**src/rtl/flash_front_map.vh**
```
// Constants of the serial flash front end
// Contract
// - Selected only while chip select low
// - Deselect: standby, output line floats
// - Deselected: serial input fully ignored
// - Select fall starts, rise ends operation
// - Busy cycle continues after select rise
// - Sample input on serial clock rise
// - Change output only on clock fall
// - Dual read drives both data lines
// - Modes 0 and 3, same edges
// - Output line carries first dual bit
`ifndef FLASH_FRONT_MAP_VH
`define FLASH_FRONT_MAP_VH
`define BYTE_W 8
`define BIT_CNT_W 3
`define BIT_LAST 3'h7
`define DUAL_LAST 3'h3
`define MODE_SINGLE 1'b0
`define MODE_DUAL 1'b1
`define SYNC_RESET 2'h3
`endif

```
**src/rtl/edge_detect.v**
```verilog
// Edge detector for the chip select samples
`timescale 1ns/1ns
module edge_detect (
   input wire clk_sys,
   input wire rst_b,
   input wire sig,
   output wire rise,
   output wire fall,
   output wire level
);
   reg prev;
   reg cur;
   // Inputs are synchronous; two stages give a stable previous value
   always @(posedge clk_sys or negedge rst_b) begin
      if (!rst_b) begin
         cur <= 1'b1;
         prev <= 1'b1;
      end else begin
         cur <= sig;
         prev <= cur;
      end
   end
   assign rise = cur & ~prev;
   assign fall = ~cur & prev;
   assign level = cur;
endmodule // edge_detect

```
**src/rtl/flash_serial_front_end.v**
```verilog
// Serial front end of a small flash: framing, shift in and shift out
`timescale 1ns/1ns
`include "flash_front_map.vh"
module flash_serial_front_end (
   input wire clk_sys,
   input wire rst_b,
   input wire sel_b,
   input wire sclk,
   input wire dual_data_line_low_in,
   output reg dual_data_line_low_out,
   output wire dual_data_line_low_oe,
   output reg dual_data_line_high_out,
   output wire dual_data_line_high_oe,
   output reg [7:0] rx_byte,
   output reg rx_valid,
   output reg frame_start,
   output reg frame_end,
   input wire [7:0] tx_byte,
   output reg tx_load,
   input wire dual_mode,
   input wire tx_enable,
   input wire busy,
   output wire standby
);
   localparam ST_IDLE = 2'h0;
   localparam ST_ACTIVE = 2'h1;
   localparam ST_FINISH = 2'h2;

   wire sclk_rise;
   wire sclk_fall;
   wire sel_rise;
   wire sel_fall;
   wire sel_level;
   reg sclk_d;
   reg sclk_q;
   reg di_d;
   reg di_q;
   reg [1:0] state;
   reg [1:0] next_state;
   reg [2:0] rx_cnt;
   reg [6:0] rx_shift;
   reg [2:0] tx_cnt;
   reg [7:0] tx_shift;
   reg tx_mode;
   reg drive;
   reg [1:0] pipe_fill;
   wire pipe_ok;
   reg byte_dual;
   reg [2:0] next_tx_cnt;

   // Chip select edges
   edge_detect u_sel (
      .clk_sys(clk_sys),
      .rst_b(rst_b),
      .sig(sel_b),
      .rise(sel_rise),
      .fall(sel_fall),
      .level(sel_level)
   );

   // Clock and data delayed together so data aligns with clock edges.
   // The bit used at a rise is the one seen while the clock was still
   // low, one sample older than the clock; the serial clock must stay
   // at each level for three or more system clocks.
   always @(posedge clk_sys or negedge rst_b) begin
      if (!rst_b) begin
         sclk_d <= 1'b0;
         sclk_q <= 1'b0;
         di_d <= 1'b0;
         di_q <= 1'b0;
         pipe_fill <= 2'h0;
      end else begin
         sclk_d <= sclk;
         sclk_q <= sclk_d;
         di_d <= dual_data_line_low_in;
         di_q <= di_d;
         pipe_fill <= {pipe_fill[0], 1'b1};
      end
   end

   // The delay flops reset low whatever the clock's idle level, so in
   // mode 3 the first samples would look like a rise; edges count only
   // once both flops hold real pin samples
   assign pipe_ok = (pipe_fill == `SYNC_RESET);

   // Edge polarity alone is used, so idle level (mode 0 or 3) is moot
   assign sclk_rise = sclk_d & ~sclk_q & pipe_ok;
   assign sclk_fall = ~sclk_d & sclk_q & pipe_ok;

   // Framing state machine
   always @* begin
      next_state = state;
      case (state)
         ST_IDLE: begin
            if (sel_fall) begin
               next_state = ST_ACTIVE;
            end
         end
         ST_ACTIVE: begin
            if (sel_rise) begin
               next_state = busy ? ST_FINISH : ST_IDLE;
            end
         end
         ST_FINISH: begin
            // Standby waits for the self-timed cycle to finish
            // A select fall in this tail is not taken as a new operation
            if (!busy) begin
               next_state = ST_IDLE;
            end
         end
         default: begin
            next_state = ST_IDLE;
         end
      endcase
   end

   always @(posedge clk_sys or negedge rst_b) begin
      if (!rst_b) begin
         state <= ST_IDLE;
      end else begin
         state <= next_state;
      end
   end

   // Standby only once deselected and no cycle runs
   // Combinational, so it drops in the very cycle busy rises
   assign standby = (state == ST_IDLE) & sel_level & ~busy;

   // Pulses marking operation boundaries
   // Registered, so each pulse lasts exactly one system clock
   always @(posedge clk_sys or negedge rst_b) begin
      if (!rst_b) begin
         frame_start <= 1'b0;
         frame_end <= 1'b0;
      end else begin
         frame_start <= (state == ST_IDLE) & sel_fall;
         frame_end <= (state == ST_ACTIVE) & sel_rise;
      end
   end

   // Receive shifter: only while selected, MSB first on clock rise
   // It pauses while we drive, since in dual mode the input pin is ours
   always @(posedge clk_sys or negedge rst_b) begin
      if (!rst_b) begin
         rx_cnt <= 3'h0;
         rx_shift <= 7'h00;
         rx_byte <= 8'h00;
         rx_valid <= 1'b0;
      end else begin
         rx_valid <= 1'b0;
         if (state != ST_ACTIVE || sel_level) begin
            rx_cnt <= 3'h0;
         end else if (sclk_rise && !drive) begin
            rx_shift <= {rx_shift[5:0], di_q};
            rx_cnt <= rx_cnt + 3'h1;
            if (rx_cnt == `BIT_LAST) begin
               rx_byte <= {rx_shift, di_q};
               rx_valid <= 1'b1;
            end
         end
      end
   end

   // Bit count of the byte being shifted out. A byte's mode is fixed at
   // its first fall, so a change of dual_mode takes effect only at the
   // next byte boundary; dual bytes wrap after four falls, single after 8
   always @* begin
      byte_dual = (tx_cnt == 3'h0) ? dual_mode : tx_mode;
      if (byte_dual == `MODE_DUAL && tx_cnt == `DUAL_LAST) begin
         next_tx_cnt = 3'h0;
      end else begin
         next_tx_cnt = tx_cnt + 3'h1;
      end
   end

   // Transmit shifter: a fresh byte is loaded at each byte boundary;
   // the user must present tx_byte before each boundary; tx_load pulses the cycle after it is taken
   always @(posedge clk_sys or negedge rst_b) begin
      if (!rst_b) begin
         tx_cnt <= 3'h0;
         tx_shift <= 8'h00;
         tx_mode <= `MODE_SINGLE;
         drive <= 1'b0;
         tx_load <= 1'b0;
         dual_data_line_low_out <= 1'b0;
         dual_data_line_high_out <= 1'b0;
      end else begin
         tx_load <= 1'b0;
         if (state != ST_ACTIVE || sel_level || !tx_enable) begin
            drive <= 1'b0;
            tx_cnt <= 3'h0;
            tx_mode <= dual_mode;
         end else if (sclk_fall) begin
            drive <= 1'b1;
            if (tx_cnt == 3'h0) begin
               tx_mode <= dual_mode;
               tx_load <= 1'b1;
               if (dual_mode) begin
                  dual_data_line_high_out <= tx_byte[7];
                  dual_data_line_low_out <= tx_byte[6];
                  tx_shift <= {tx_byte[5:0], 2'h0};
               end else begin
                  dual_data_line_high_out <= tx_byte[7];
                  tx_shift <= {tx_byte[6:0], 1'b0};
               end
            end else if (tx_mode == `MODE_DUAL) begin
               dual_data_line_high_out <= tx_shift[7];
               dual_data_line_low_out <= tx_shift[6];
               tx_shift <= {tx_shift[5:0], 2'h0};
            end else begin
               dual_data_line_high_out <= tx_shift[7];
               tx_shift <= {tx_shift[6:0], 1'b0};
            end
            tx_cnt <= next_tx_cnt;
         end
      end
   end

   // Output enables: high-impedance whenever deselected
   // The low line is ours only in dual mode; otherwise it stays an input
   assign dual_data_line_high_oe = drive & ~sel_level;
   assign dual_data_line_low_oe = drive & ~sel_level & tx_mode;
endmodule // flash_serial_front_end

```
**config.mk**
```make
export PLATFORM = sky130hd
export DESIGN_NAME = flash_serial_front_end
export DESIGN_NICKNAME = d
export VERILOG_FILES = /design/src/rtl/edge_detect.v /design/src/rtl/flash_serial_front_end.v
export VERILOG_INCLUDE_DIRS = /design/src /design/src/rtl
export SDC_FILE = /design/constraint.sdc
export NUM_CORES = 1
export LEC_CHECK = 0
export ABC_CLOCK_PERIOD_IN_PS = 3100
export BUFFER_PORTS_ARGS = -buffer_cell sky130_fd_sc_hd__buf_2
export CELL_PAD_IN_SITES_DETAIL_PLACEMENT = 0
export CELL_PAD_IN_SITES_GLOBAL_PLACEMENT = 1
export CORE_UTILIZATION = 37
export DETAILED_ROUTE_END_ITERATION = 6
export PLACE_DENSITY_LB_ADDON = 0.2
export SLEW_MARGIN = 20
export SYNTH_ARGS = -nofsm -noshare
export SYNTH_HDL_FRONTEND = slang
export SYNTH_SLANG_ARGS = --single-unit
```
**constraint.sdc**
```tcl
create_clock -name clk_sys -period 3.1 [get_ports clk_sys]
set_clock_uncertainty 0.2 [all_clocks]
set_input_delay 0.31 -clock clk_sys [delete_from_list [all_inputs] [get_ports clk_sys]]
set_output_delay 0.31 -clock clk_sys [all_outputs]
set_load 0.05 [all_outputs]
```
Word-level counts from Yosys, hierarchy flattened
Cells that the tools add are included.
{"block": "totals", "n_memories": 0, "inputBits": 16, "ram_bits": 0, "register_bits": 47, "rom_bits": 0, "out_inout_bits": 17, "elab_cells": 96, "latch_bits": 0}
{"block": "op_classes", "shifts": 0, "magnitude_cmp": 0, "reduce_logical": 16, "bitwise": 19, "muxes": 28, "div": 0, "n_mul": 0, "addsub": 2, "n_eq_ne": 10}
{"op": "two-way mux 8 bit", "count": 3}
{"op": "two-way mux 1 bit", "count": 15}
{"op": "two-way mux 3 bit", "count": 5}
{"op": "AND 1 bit", "count": 12}
{"op": "two-way mux 2 bit", "count": 4}
{"op": "!= test 2 bit, second input constant", "count": 4}
{"op": "NOT 1 bit", "count": 7}
{"op": "adder 3 x 1 -> 3 bit, second input constant", "count": 2}
{"op": "one-hot mux 2 bit (3 select lines)", "count": 1}
{"op": "AND reduction 3 bit", "count": 2}
{"op": "nonzero test 2 bit", "count": 3}
{"op": "equality test 2 bit, second input constant", "count": 2}
{"op": "AND reduction 2 bit", "count": 2}
{"op": "AND reduction 4 bit", "count": 1}
{"op": "equality test 3 x 2 -> 1 bit, second input constant", "count": 1}
{"op": "equality test 3 bit, second input constant", "count": 1}
{"op": "zero test 3 bit", "count": 1}
{"op": "equality test 2 x 1 -> 1 bit, second input constant", "count": 1}
{"op": "logical AND 1 bit", "count": 2}
{"op": "zero test 1 bit", "count": 2}
{"op": "zero test 2 bit", "count": 1}
{"op": "logical OR 1 bit", "count": 2}
{"op": "!= test 2 x 1 -> 1 bit, second input constant", "count": 1}

Logic depth before layout (Yosys ltp)
Gate-level depths: netlist (run 1).
{"block": "logic_depth", "ltp_word": 6, "ltp_mapped": 8, "mapped_depth_nobuf": 6}

By module
Synthesis (run 1) repeated with hierarchy kept, for this count alone.
{"block": "hier_totals", "hier_cells": 171, "area_unflattened_um2": 2024.4}
{"mod": "flash_serial_front_end", "cells_each": 167, "n_inst": 1, "area_per_inst_um2": 1956.9, "seq_area_each_um2": 1101.1}
{"mod": "edge_detect", "cells_each": 4, "n_inst": 1, "area_per_inst_um2": 67.6, "seq_area_each_um2": 52.6}

Worst setup path before layout (run 1)
No wires, ideal clock.
{"block": "synth_path", "kind": "reg2out", "start": "register u_sel.cur, in the netlist u_sel.level", "end": "output port standby", "n_path_buf": 0, "path_stages_with_launch": 3, "slack_ns": 0.477, "required_time_ns": 2.590, "arrival_ns": 2.113, "cell_sequence": "dfstp_2 inv_1 nor4_1"}
{"block": "synth_between", "elab_chain_len": 2}
{"item": "start, declared", "line": "edge_detect.v:12", "text": "reg cur;"}
{"item": "start signal, assigned", "line": "edge_detect.v:19", "text": "cur <= sig;"}
{"item": "AND 1 bit (2 in series)", "line": "flash_serial_front_end.v:127", "text": "assign standby = (state == ST_IDLE) & sel_level & ~busy;"}
{"item": "end, declared", "line": "flash_serial_front_end.v:23", "text": "output wire standby"}
No other way between the ends.

Final worst setup path (run 1)
{"block": "layout_path", "start": "register state[0]", "end": "register rx_byte[1]"}
{"block": "layout_between", "elab_chain_len": 4}
{"item": "start, declared", "line": "flash_serial_front_end.v:38", "text": "reg [1:0] state;"}
{"item": "start signal, assigned", "line": "flash_serial_front_end.v:121", "text": "state <= next_state;"}
{"item": "!= test 2 x 1 -> 1 bit", "line": "flash_serial_front_end.v:151", "text": "if (state != ST_ACTIVE || sel_level) begin"}
{"item": "logical OR 1 bit", "line": "flash_serial_front_end.v:151"}
{"item": "NOT 1 bit (no line)"}
{"item": "AND reduction 3 bit (no line)"}
{"item": "end signal, assigned", "line": "flash_serial_front_end.v:157", "text": "rx_byte <= {rx_shift, di_q};"}
{"item": "end, declared", "line": "flash_serial_front_end.v:14", "text": "output reg [7:0] rx_byte,"}
No other way between the ends.
A chain may end at the register's enable or synchronous reset.

==> results_dict.tcl, run 1 <==
set metrics [dict create \
    grt_pass1_wl_um 6051 \
    synth_top_area_cell "dfrtp_1" \
    post_cts_buffers 0 \
    crit_fanout 9 \
    drt_first_pass_iters 4 \
    initial_core_util_pct 39.02 \
    overflow 0 \
    n_antenna_cell 0 \
    row_count 26 \
    die_area_um2 5754 \
    synthCells 167 \
    slew_headroom_pct 62.13 \
    core_um2 5172 \
    dieHeight_um 75.86 \
    setup_viol 0 \
    synth_edf_count 0 \
    layout-drive-gt1-share_pct 33.82 \
    clock-sinks 46 \
    clockBufferDepth 2 \
    avgSynthCellArea_um2 12.08 \
    yosys-top-cells-area "dfrtp_1 55%, mux2_2 13%, mux2i_1 5.0%, o21ai_0 3.7%, nand2_1 3.5%" \
    synth_ff_type "dfrtp_1" \
    worstPathArrival_ns 2.56 \
    r2r_start "state[0]" \
    drt-initial-drc-count 45 \
    required_ns 3.08 \
    cts_buffers 5 \
    grt_usage_pct 14.56 \
    startpoint_type "flip-flop" \
    nNetsFinal 223 \
    antenna_left 0 \
    cap_violations 0 \
    yosysWarnings 0 \
    dp_cells 262 \
    synth_top_area_share_pct 54.56 \
    drt-total-wl_um 3505 \
    wl_per_cell_um 12.79 \
    tightest_slew_ns 0.5637 \
    worstSetupPathType "flip-flop to flip-flop" \
    utilization_pct 46.18 \
    viasPerCell 4.737 \
    io_buffers 32 \
    hp-start "busy" \
    io_pins 33 \
    crit_start "state[0]" \
    min_path_type "input port to flip-flop" \
    grt_max_degree 47 \
    leakagePower_nw 1.190 \
    rsz0062_at_grt "false" \
    postSynth.asyncResetShare_pct 100.0 \
    clkLatencyLatePin_ns 0.30 \
    gp_congestion 0.7198 \
    status "complete, no violations" \
    fin_cells 274 \
    cts_tree "done" \
    slew_viol_final 0 \
    clk_pin_slew_ns 0.08 \
    fin_crit_ns 2.581 \
    power_density_nw_per_um2 511.7 \
    vdd.ir_drop.worst_mv 0.2463 \
    syn_area_um2 2018 \
    cts-root-buf "clkbuf_8" \
    area_delta_synth_final_pct 18.35 \
    dp_hpwl_um 2480 \
    worstSetupEndpointType "flip-flop" \
    mappedNetlistNets 187 \
    ys_types 31 \
    antenna_found_initial 0 \
    vias 1298 \
    fin_crit_sh_pct 83.26 \
    setup_tns_ns 0 \
    synth-seq-area-share_pct 57.16 \
    route.detailed.drc 0 \
    die_w_um 75.86 \
    pre_cts_ws_ns 0.5238 \
    htreeDepth 2 \
    grt_pass1_vias 1309 \
    max_freq_mhz 387.4 \
    ys_ff_latch 46 \
    report.final.hold_viol_count 0 \
    finalWorstSetupSlack_ns 0.5188 \
]
## worst paths after layout
| kind | endpoint | slack (ns) | cells past startpoint |
|---|---|---|---|
| min in group asynchronous | rx_valid | 0.35 | 2 |
| worst max register to register | rx_byte[1] | 0.52 | 4 |
| worst min register to register | di_q | 0.16 | 0 |
| worst max-delay path | rx_byte[1] | 0.52 | 4 |
| worst min-delay path | state[1] | 0.04 | 2 |
| max in group asynchronous | tx_cnt[1] | 1.96 | 2 |
## cell usage in the layout, fill, tap and decap left out, types with 2 or more instances in the layout
master,count
mux2_2,23
dfrtp_1,44
dlygate4sd3_1,4
nor2_1,6
nor2b_1,3
nor4b_1,2
clkbuf_8,5
o21ai_0,15
nand3_1,3
a21oi_1,6
dfstp_2,2
and2_1,2
buf_4,2
nand2_1,19
buf_2,31
ha_1,4
inv_1,3
nand2b_1,3
mux2i_1,10
## cell families after synthesis
family	count (synthesis)	synth area share, %
adder cells (fa/ha/maj)	4	2.480
AND/OR/NAND/NOR	48	13.58
XOR/XNOR	1	0.4341
AO/OA/AOI/OAI	23	5.952
buffers and inverters	11	2.418
flip-flops	46	57.16
multiplexers	33	17.79
other	1	0.1858
## synthesized netlist by cell type, types with 2 or more instances
master	n
dfrtp_1	44
mux2_2	23
nand2_1	19
o21ai_0	15
mux2i_1	10
clkbuf_1	7
a21oi_1	6
nor2_1	6
ha_1	4
inv_1	3
nand2b_1	3
nand3_1	3
nor2b_1	3
and2_1	2
dfstp_2	2
nor4b_1	2
## sequential cells by signal, summed over array words and instances, names as in the netlist
| signal | count |
|---|---|
| rx_byte | 8 |
| rx_shift | 7 |
| tx_shift | 7 |
| rx_cnt | 3 |
| tx_cnt | 3 |
| pipe_fill | 2 |
| state | 2 |
| di_d | 1 |
| di_q | 1 |
| drive | 1 |
| dual_data_line_high_out | 1 |
| dual_data_line_low_out | 1 |
| frame_end | 1 |
| frame_start | 1 |
| rx_valid | 1 |
| sclk_d | 1 |
| sclk_q | 1 |
| tx_load | 1 |
| tx_mode | 1 |
| u_sel.level | 1 |
| u_sel.prev | 1 |
## area by class of cell
cell class                 count  area (µm²)
tap                           70       87.58
multi-input combinational    110       815.8
inverter                       3       11.26
clock buffer                   6       72.57
timing repair buffer          37       210.2
sequential                    46        1154
fill                         491        2784
clock inverter                 2       37.54
## metal layers
metal  share of wire [%]  up-vias  track usage (%)  routed length (µm)
met5                   0        -                0                   0
met4                 1.7        0            6.173                  61
met3                 5.1        7            4.365                 178
met2                  48       29            23.60                1691
met1                  45      615            18.14                1574
li1                    -      647                -                   -
## through the flow
stage          cell area [µm²]  power (mW)  hold WS, ns
6_report                  2389       1.222      0.04434
5_1_grt                   2389       1.285      0.02527
4_1_cts                   2376       1.238      0.02132
3_5_place_dp              2236      0.7919       0.1394
3_3_place_gp              2236      0.7869       0.1347
2_1_floorplan             2018      0.7467      -0.1856
## where the power goes
part | total [mW] | switching, mW | internal (mW)
registers | 0.661 | 0.0275 | 0.633
clock network | 0.441 | 0.200 | 0.241
logic | 0.121 | 0.0676 | 0.0534
## timing repair
item | 4_1_cts | 5_1_grt
hold buffers | 3 | 1
gates resized for setup | 0 | 0
endpoints found under the hold margin | 3 | 44
## critical path, stage by stage (launching register included)
cell and delay, ns:
dfrtp_1 0.45, or3b_4 0.44, nor4_4 0.55, and2_1 0.44, mux2_2 0.38
Note: power is estimated with default switching activity, not from simulation.
==> inputs of run 2 (changes only) <==
--- a/config.mk
+++ b/config.mk
@@ -6,7 +6,7 @@
 export SDC_FILE = /design/constraint.sdc
 export NUM_CORES = 1
 export LEC_CHECK = 0
-export ABC_CLOCK_PERIOD_IN_PS = 3100
+export ABC_CLOCK_PERIOD_IN_PS = 2120
 export BUFFER_PORTS_ARGS = -buffer_cell sky130_fd_sc_hd__buf_2
 export CELL_PAD_IN_SITES_DETAIL_PLACEMENT = 0
 export CELL_PAD_IN_SITES_GLOBAL_PLACEMENT = 1
==> constraint.sdc (replaced) <==
create_clock -name clk_sys -period 2.12 [get_ports clk_sys]
set_clock_uncertainty 0.2 [all_clocks]
set_input_delay 0.212 -clock clk_sys [delete_from_list [all_inputs] [get_ports clk_sys]]
set_output_delay 0.212 -clock clk_sys [all_outputs]
set_load 0.05 [all_outputs]
==> run 2 against run 1 <==
Compared with the run above: critical path depth stayed put; sequential share of layout area fell by 1.8 points; sequential power is 45% higher; final area is 3.8% higher; via count is 2.3% higher; sequential cell count unchanged; setup slack worse by 0.38 ns; routed wire length is 4.7% higher; critical path type unchanged.
==> results_dict.tcl, run 2 (same netlist as run 1, synthesis figures left out) <==
set metrics [dict create \
    n_antenna_cell 0 \
    antenna_found_initial 0 \
    route.detailed.drc 0 \
    cap_violations 0 \
    use_met2_pct 24.58 \
    die_area_um2 5754 \
    r2r_start "drive" \
    rsz0062_at_grt "false" \
    worstSetupPathType "flip-flop to flip-flop" \
    gr-max-usage-layer "met2" \
    status "complete, no violations" \
    dp_hpwl_um 2679 \
    fin_crit_ns 1.984 \
    slew_headroom_pct 52.69 \
    leakagePower_nw 1.244 \
    grt_usage_pct 14.74 \
    required_ns 2.10 \
    largest_register_ffs 8 \
    fin_crit_sh_pct 93.58 \
    r2r_setup_slack_ns 0.14 \
    hold_depth 3 \
    worstPathCellList "or2b_2 > nor4_4 > and2_2 > mux2_2" \
    hold_end "dual_data_line_high_out" \
    htreeDepth 2 \
    layout-drive-gt1-share_pct 37.67 \
    worstSetupEndpointType "flip-flop" \
    row_count 26 \
    worstPathArrival_ns 1.97 \
    grt_pass1_vias 1286 \
    grt_pass1_wl_um 6127 \
    setup_viol 0 \
    nFillCells 493 \
    clock-sinks 46 \
    grt_max_degree 33 \
    vias 1328 \
    overflow 0 \
    drt_first_pass_iters 4 \
    timing.rr.end "rx_byte[7]" \
    slew_viol_final 0 \
    grt.met1_usage_pct 17.96 \
    initial_core_util_pct 39.02 \
    utilization_pct 47.92 \
    io_buffers 32 \
    crit_fanout 9 \
    clockBufferDepth 2 \
    setup_tns_ns 0 \
    die_w_um 75.86 \
    layout_commonest_cell "dfrtp_1" \
    area_delta_synth_final_pct 22.81 \
    reg.largest.list "rx_byte (8), rx_shift (7), tx_shift (7)" \
    vdd.ir_drop.worst_mv 0.3067 \
    startpoint_type "flip-flop" \
    multi_input_area_um2 823.3 \
    nNetsFinal 234 \
    max_freq_mhz 504.1 \
    tightest_slew_ns 0.7097 \
    min_path_type "input port to flip-flop" \
    clk_pin_slew_ns 0.08 \
    clkLatencyLatePin_ns 0.29 \
    drt-total-wl_um 3669 \
    power_density_nw_per_um2 726.2 \
    regMostFlops "rx_byte" \
    gp_congestion 0.7636 \
    dieHeight_um 75.86 \
    report.final.hold_viol_count 0 \
    viasPerCell 4.660 \
    seq_area_um2 1154 \
    met3_usage_pct 3.968 \
    cts-root-buf "clkbuf_8" \
    hp-start "tx_byte[7]" \
    cts_buffers 5 \
    core_um2 5172 \
    critPathMaxStageDelay_ns 0.40 \
    drt-initial-drc-count 45 \
    layout_common_cells "44 x dfrtp_1, 32 x buf_2, 23 x mux2_2, 19 x nand2_1, 15 x o21ai_0" \
    io_pins 33 \
    worst_path_max_delay_cell "dfrtp_1" \
    cts_tree "done" \
    antenna_left 0 \
    r2r_cells 4 \
    wl_per_cell_um 12.87 \
]
[run 2: cell types whose count changed in the layout (fill, tap and decap cells not counted)]
cell | previous run | this run
nor4_1 | 1 | 0
dlygate4sd3_1 | 4 | 5
and2_1 | 2 | 1
buf_4 | 2 | 11
and2_2 | 0 | 1
buf_2 | 31 | 32
nor4_2 | 0 | 1
[run 2: through the flow]
step	cells	hold slack, ns	power (mW)	area, µm²	worst slack (ns)
floorplan	167	-0.2836	1.093	2024	-0.01463
global placement	272	0.08405	1.166	2317	0.09451
detailed placement	272	0.1118	1.174	2317	0.01815
CTS	285	0.003277	1.828	2477	0.01154
global route	285	0.05888	1.897	2479	0.01569
finish	285	0.008489	1.800	2479	0.1361
[run 2: how the worst max path moves through the flow]
| stage | start | end | slack, ns | depth (start not counted) |
|---|---|---|---|---|
| after floorplan | state[0] | rx_byte[0] | -0.01 | 5 |
| after global placement | drive | rx_byte[0] | 0.09 | 4 |
| after detailed placement | drive | rx_byte[7] | 0.02 | 4 |
| after CTS | drive | rx_byte[7] | 0.01 | 4 |
| after global routing | u_sel.level | standby | 0.02 | 4 |
| final | drive | rx_byte[7] | 0.14 | 4 |
[run 2: where the power goes]
group / leakage, nW / internal [mW] / switching [mW]
sequential: 0.610 / 0.926 / 0.0333
combinational: 0.582 / 0.0908 / 0.110
clock: 0.0514 / 0.352 / 0.289
[run 2: area by class of cell]
type	instances	share of cell area, %
inverters	3	0.4543
repair buffers	48	11.81
clock inverters	2	1.514
multi-input cells	110	33.22
flip-flops and latches	46	46.54
clock buffers	6	2.928
well taps	70	3.534
[run 2: worst max-delay path, delay by kind of cell, from the launching register on]
family	cells	cell delay, ns
simple gates	3	0.90
flops	1	0.40
mux	1	0.37
[run 2: timing repair]
| item | in CTS | in global routing |
|---|---|---|
| setup endpoints to repair | 0 | 8 |
| resized for setup | 0 | 1 |
| setup buffers | 0 | 0 |
| hold buffers | 5 | 0 |
| endpoints found under the hold margin | 32 | 0 |
[run 2: routing by layer]
layer	share of wire, %	vias to the layer above	wire length, µm
li1	-	667	-
met1	45	631	1662
met2	49	24	1810
met3	3.7	6	136
met4	1.6	0	60
met5	0	-	0
==> inputs of run 3 (changes only) <==
--- a/config.mk
+++ b/config.mk
@@ -6,7 +6,7 @@
 export SDC_FILE = /design/constraint.sdc
 export NUM_CORES = 1
 export LEC_CHECK = 0
-export ABC_CLOCK_PERIOD_IN_PS = 2120
+export ABC_CLOCK_PERIOD_IN_PS = 2170
 export BUFFER_PORTS_ARGS = -buffer_cell sky130_fd_sc_hd__buf_2
 export CELL_PAD_IN_SITES_DETAIL_PLACEMENT = 0
 export CELL_PAD_IN_SITES_GLOBAL_PLACEMENT = 1
@@ -16,4 +16,5 @@
 export SLEW_MARGIN = 20
 export SYNTH_ARGS = -nofsm -noshare
 export SYNTH_HDL_FRONTEND = slang
+export SYNTH_HIERARCHICAL = 1
 export SYNTH_SLANG_ARGS = --single-unit
==> constraint.sdc (replaced) <==
create_clock -name clk_sys -period 2.17 [get_ports clk_sys]
set_clock_uncertainty 0.2 [all_clocks]
set_input_delay 0.217 -clock clk_sys [delete_from_list [all_inputs] [get_ports clk_sys]]
set_output_delay 0.217 -clock clk_sys [all_outputs]
set_load 0.02 [all_outputs]
==> run 3 against run 2 <==
Compared with the run above: final cell count grew 0.70%; die area rose by 0.30%; maximum frequency rose by 1.3%; largest power group unchanged.
==> results_dict.tcl, run 3 <==
set metrics [dict create \
    viasPerCell 4.787 \
    synth_top_area_cell "dfrtp_1" \
    area_delta_synth_final_pct 21.01 \
    startpoint_type "flip-flop" \
    layout_common_cells "44 x dfrtp_1, 32 x buf_2, 21 x mux2_2, 18 x nand2_1" \
    ys_ff_latch 46 \
    fin_crit_ns 1.958 \
    grt_pass1_wl_um 6720 \
    setup_viol 0 \
    layout_commonest_cell "dfrtp_1" \
    yosysMostFrequentCell "dfrtp_1" \
    cts_buffers 5 \
    crit_fanout 9 \
    power_density_nw_per_um2 708.8 \
    cts_tree "done" \
    hp-start "tx_byte[7]" \
    vias 1374 \
    dieHeight_um 75.97 \
    vdd.ir_drop.worst_mv 0.3543 \
    fin_crit_sh_pct 90.23 \
    grt_pass1_vias 1470 \
    slew_headroom_pct 61.79 \
    clk_pin_slew_ns 0.09 \
    leakagePower_nw 1.207 \
    nNetsFinal 236 \
    dp_cells 273 \
    status "complete, no violations" \
    synth_edf_count 0 \
    report.final.hold_viol_count 0 \
    n_antenna_cell 0 \
    dp_hpwl_um 2768 \
    crit_buf_inv 0 \
    post_cts_buffers 0 \
    drt-initial-drc-count 66 \
    min_path_type "input port to flip-flop" \
    layout-drive-gt1-share_pct 35.02 \
    tightest_slew_ns 0.5688 \
    ys_types 31 \
    yosys-top-cells-area "dfrtp_1 54%, mux2_2 12%, mux2i_1 5.4%, o21ai_0 3.5%, nand2_1 3.3%" \
    initial_core_util_pct 39.14 \
    clkLatencyLatePin_ns 0.30 \
    critPathMaxStageDelay_ns 0.43 \
    postSynth.asyncResetShare_pct 100.0 \
    r2r_cells 4 \
    avgSynthCellArea_um2 11.84 \
    io_buffers 32 \
    drt-total-wl_um 3717 \
    overflow 0 \
    fin_cells 287 \
    r2r_setup_slack_ns 0.21 \
    drt_first_pass_iters 4 \
    antenna_left 0 \
    antenna_found_initial 0 \
    htreeDepth 2 \
    worstSetupPathType "flip-flop to flip-flop" \
    max_freq_mhz 510.7 \
    hold_depth 3 \
    worstPathCellList "or3b_4 > nor4_4 > and2_2 > mux2_2" \
    clockBufferDepth 2 \
    synth-seq-area-share_pct 56.98 \
    cts-root-buf "clkbuf_8" \
    required_ns 2.16 \
    syn_area_um2 2024 \
    row_count 26 \
    cap_violations 0 \
    slew_viol_final 0 \
    io_pins 33 \
    reg.largest.list "rx_byte (8), rx_shift (7), tx_shift (7)" \
    grt_usage_pct 14.77 \
    pre_cts_ws_ns 0.09290 \
    core_um2 5172 \
    worstSetupEndpointType "flip-flop" \
    wl_per_cell_um 12.95 \
    route.detailed.drc 0 \
    synth_common_cells "44 x dfrtp_1, 21 x mux2_2, 18 x nand2_1, 14 x nor2_1, 14 x o21ai_0" \
    synthCells 171 \
    hold_end "dual_data_line_high_out" \
    grt_max_degree 24 \
    largest_register_ffs 8 \
    setup_tns_ns 0 \
    timing.rr.end "rx_byte[1]" \
    r2r_start "state[1]" \
    synth_top_area_share_pct 54.39 \
    nFillCells 481 \
    die_area_um2 5771 \
    synth_ff_type "dfrtp_1" \
    worstPathArrival_ns 1.95 \
    gp_congestion 0.7891 \
    finalWorstSetupSlack_ns 0.2119 \
    yosysWarnings 6 \
    whs_ns 0.01345 \
    clock-sinks 46 \
    worst_path_max_delay_cell "or3b_4" \
    mappedNetlistNets 191 \
    critical-path-top-delay-family "simple AND/OR/NAND/NOR gates" \
    regMostFlops "rx_byte" \
    rsz0062_at_grt "false" \
    die_w_um 75.97 \
]
## run 3: worst min-delay path, cell delays in order
cell and delay [ns]:
buf_2 0.08, mux2i_1 0.05, o21ai_0 0.14
## run 3: worst max-delay path by stage
stage / start / end / slack, ns / cells after the start
floorplan: state[1] / rx_byte[0] / 0.04 / 5
global placement: state[1] / rx_byte[7] / 0.16 / 4
detailed placement: state[1] / rx_byte[1] / 0.09 / 4
CTS: state[1] / rx_byte[6] / 0.08 / 4
global route: state[1] / rx_byte[7] / 0.10 / 4
finish: state[1] / rx_byte[1] / 0.21 / 4
## run 3: through the flow
step	power [mW]	area, µm²	utilization (%)
2_1_floorplan	1.113	2024	-
3_3_place_gp	1.201	2295	44.36
3_5_place_dp	1.212	2295	44.36
4_1_cts	1.766	2449	47.34
5_1_grt	1.847	2450	47.36
6_report	1.737	2450	47.36
## run 3: routing by layer
metal	routed length [µm]	vias up	track usage (%)
li1	-	675	-
met1	1721	667	18.12
met2	1823	28	24.36
met3	134	4	3.832
met4	37	0	6.923
met5	0	-	0
## run 3: cell type report
cell class / count / area [µm²] / area share (%)
Sequential cell: 46 / 1154 / 47.09
Multi-Input combinational cell: 113 / 819.5 / 33.45
Timing Repair Buffer: 46 / 280.3 / 11.44
Tap cell: 70 / 87.58 / 3.575
Clock buffer: 5 / 68.82 / 2.809
Clock inverter: 3 / 25.02 / 1.021
Inverter: 4 / 15.01 / 0.6129
## run 3: cell families after synthesis
| family | Yosys count | synth area share (%) |
|---|---|---|
| AO/OA/AOI/OAI | 23 | 6.304 |
| AND/OR/NAND/NOR | 52 | 13.91 |
| adder cells (fa/ha/maj) | 4 | 2.472 |
| flip-flops | 46 | 56.98 |
| multiplexers | 32 | 17.12 |
| buffers and inverters | 12 | 2.596 |
| XOR/XNOR | 1 | 0.4327 |
| other | 1 | 0.1852 |
## run 3: power by group
part	total (mW)	internal, mW	switching, mW
combinational	0.227	0.111	0.117
clock	0.538	0.233	0.305
sequential	0.971	0.923	0.0489
## run 3: repair_timing
action | in CTS | in global routing
gates resized for setup | 0 | 1
setup endpoints to repair | 0 | 8
endpoints found under the hold margin | 26 | 0
hold buffers | 6 | 0
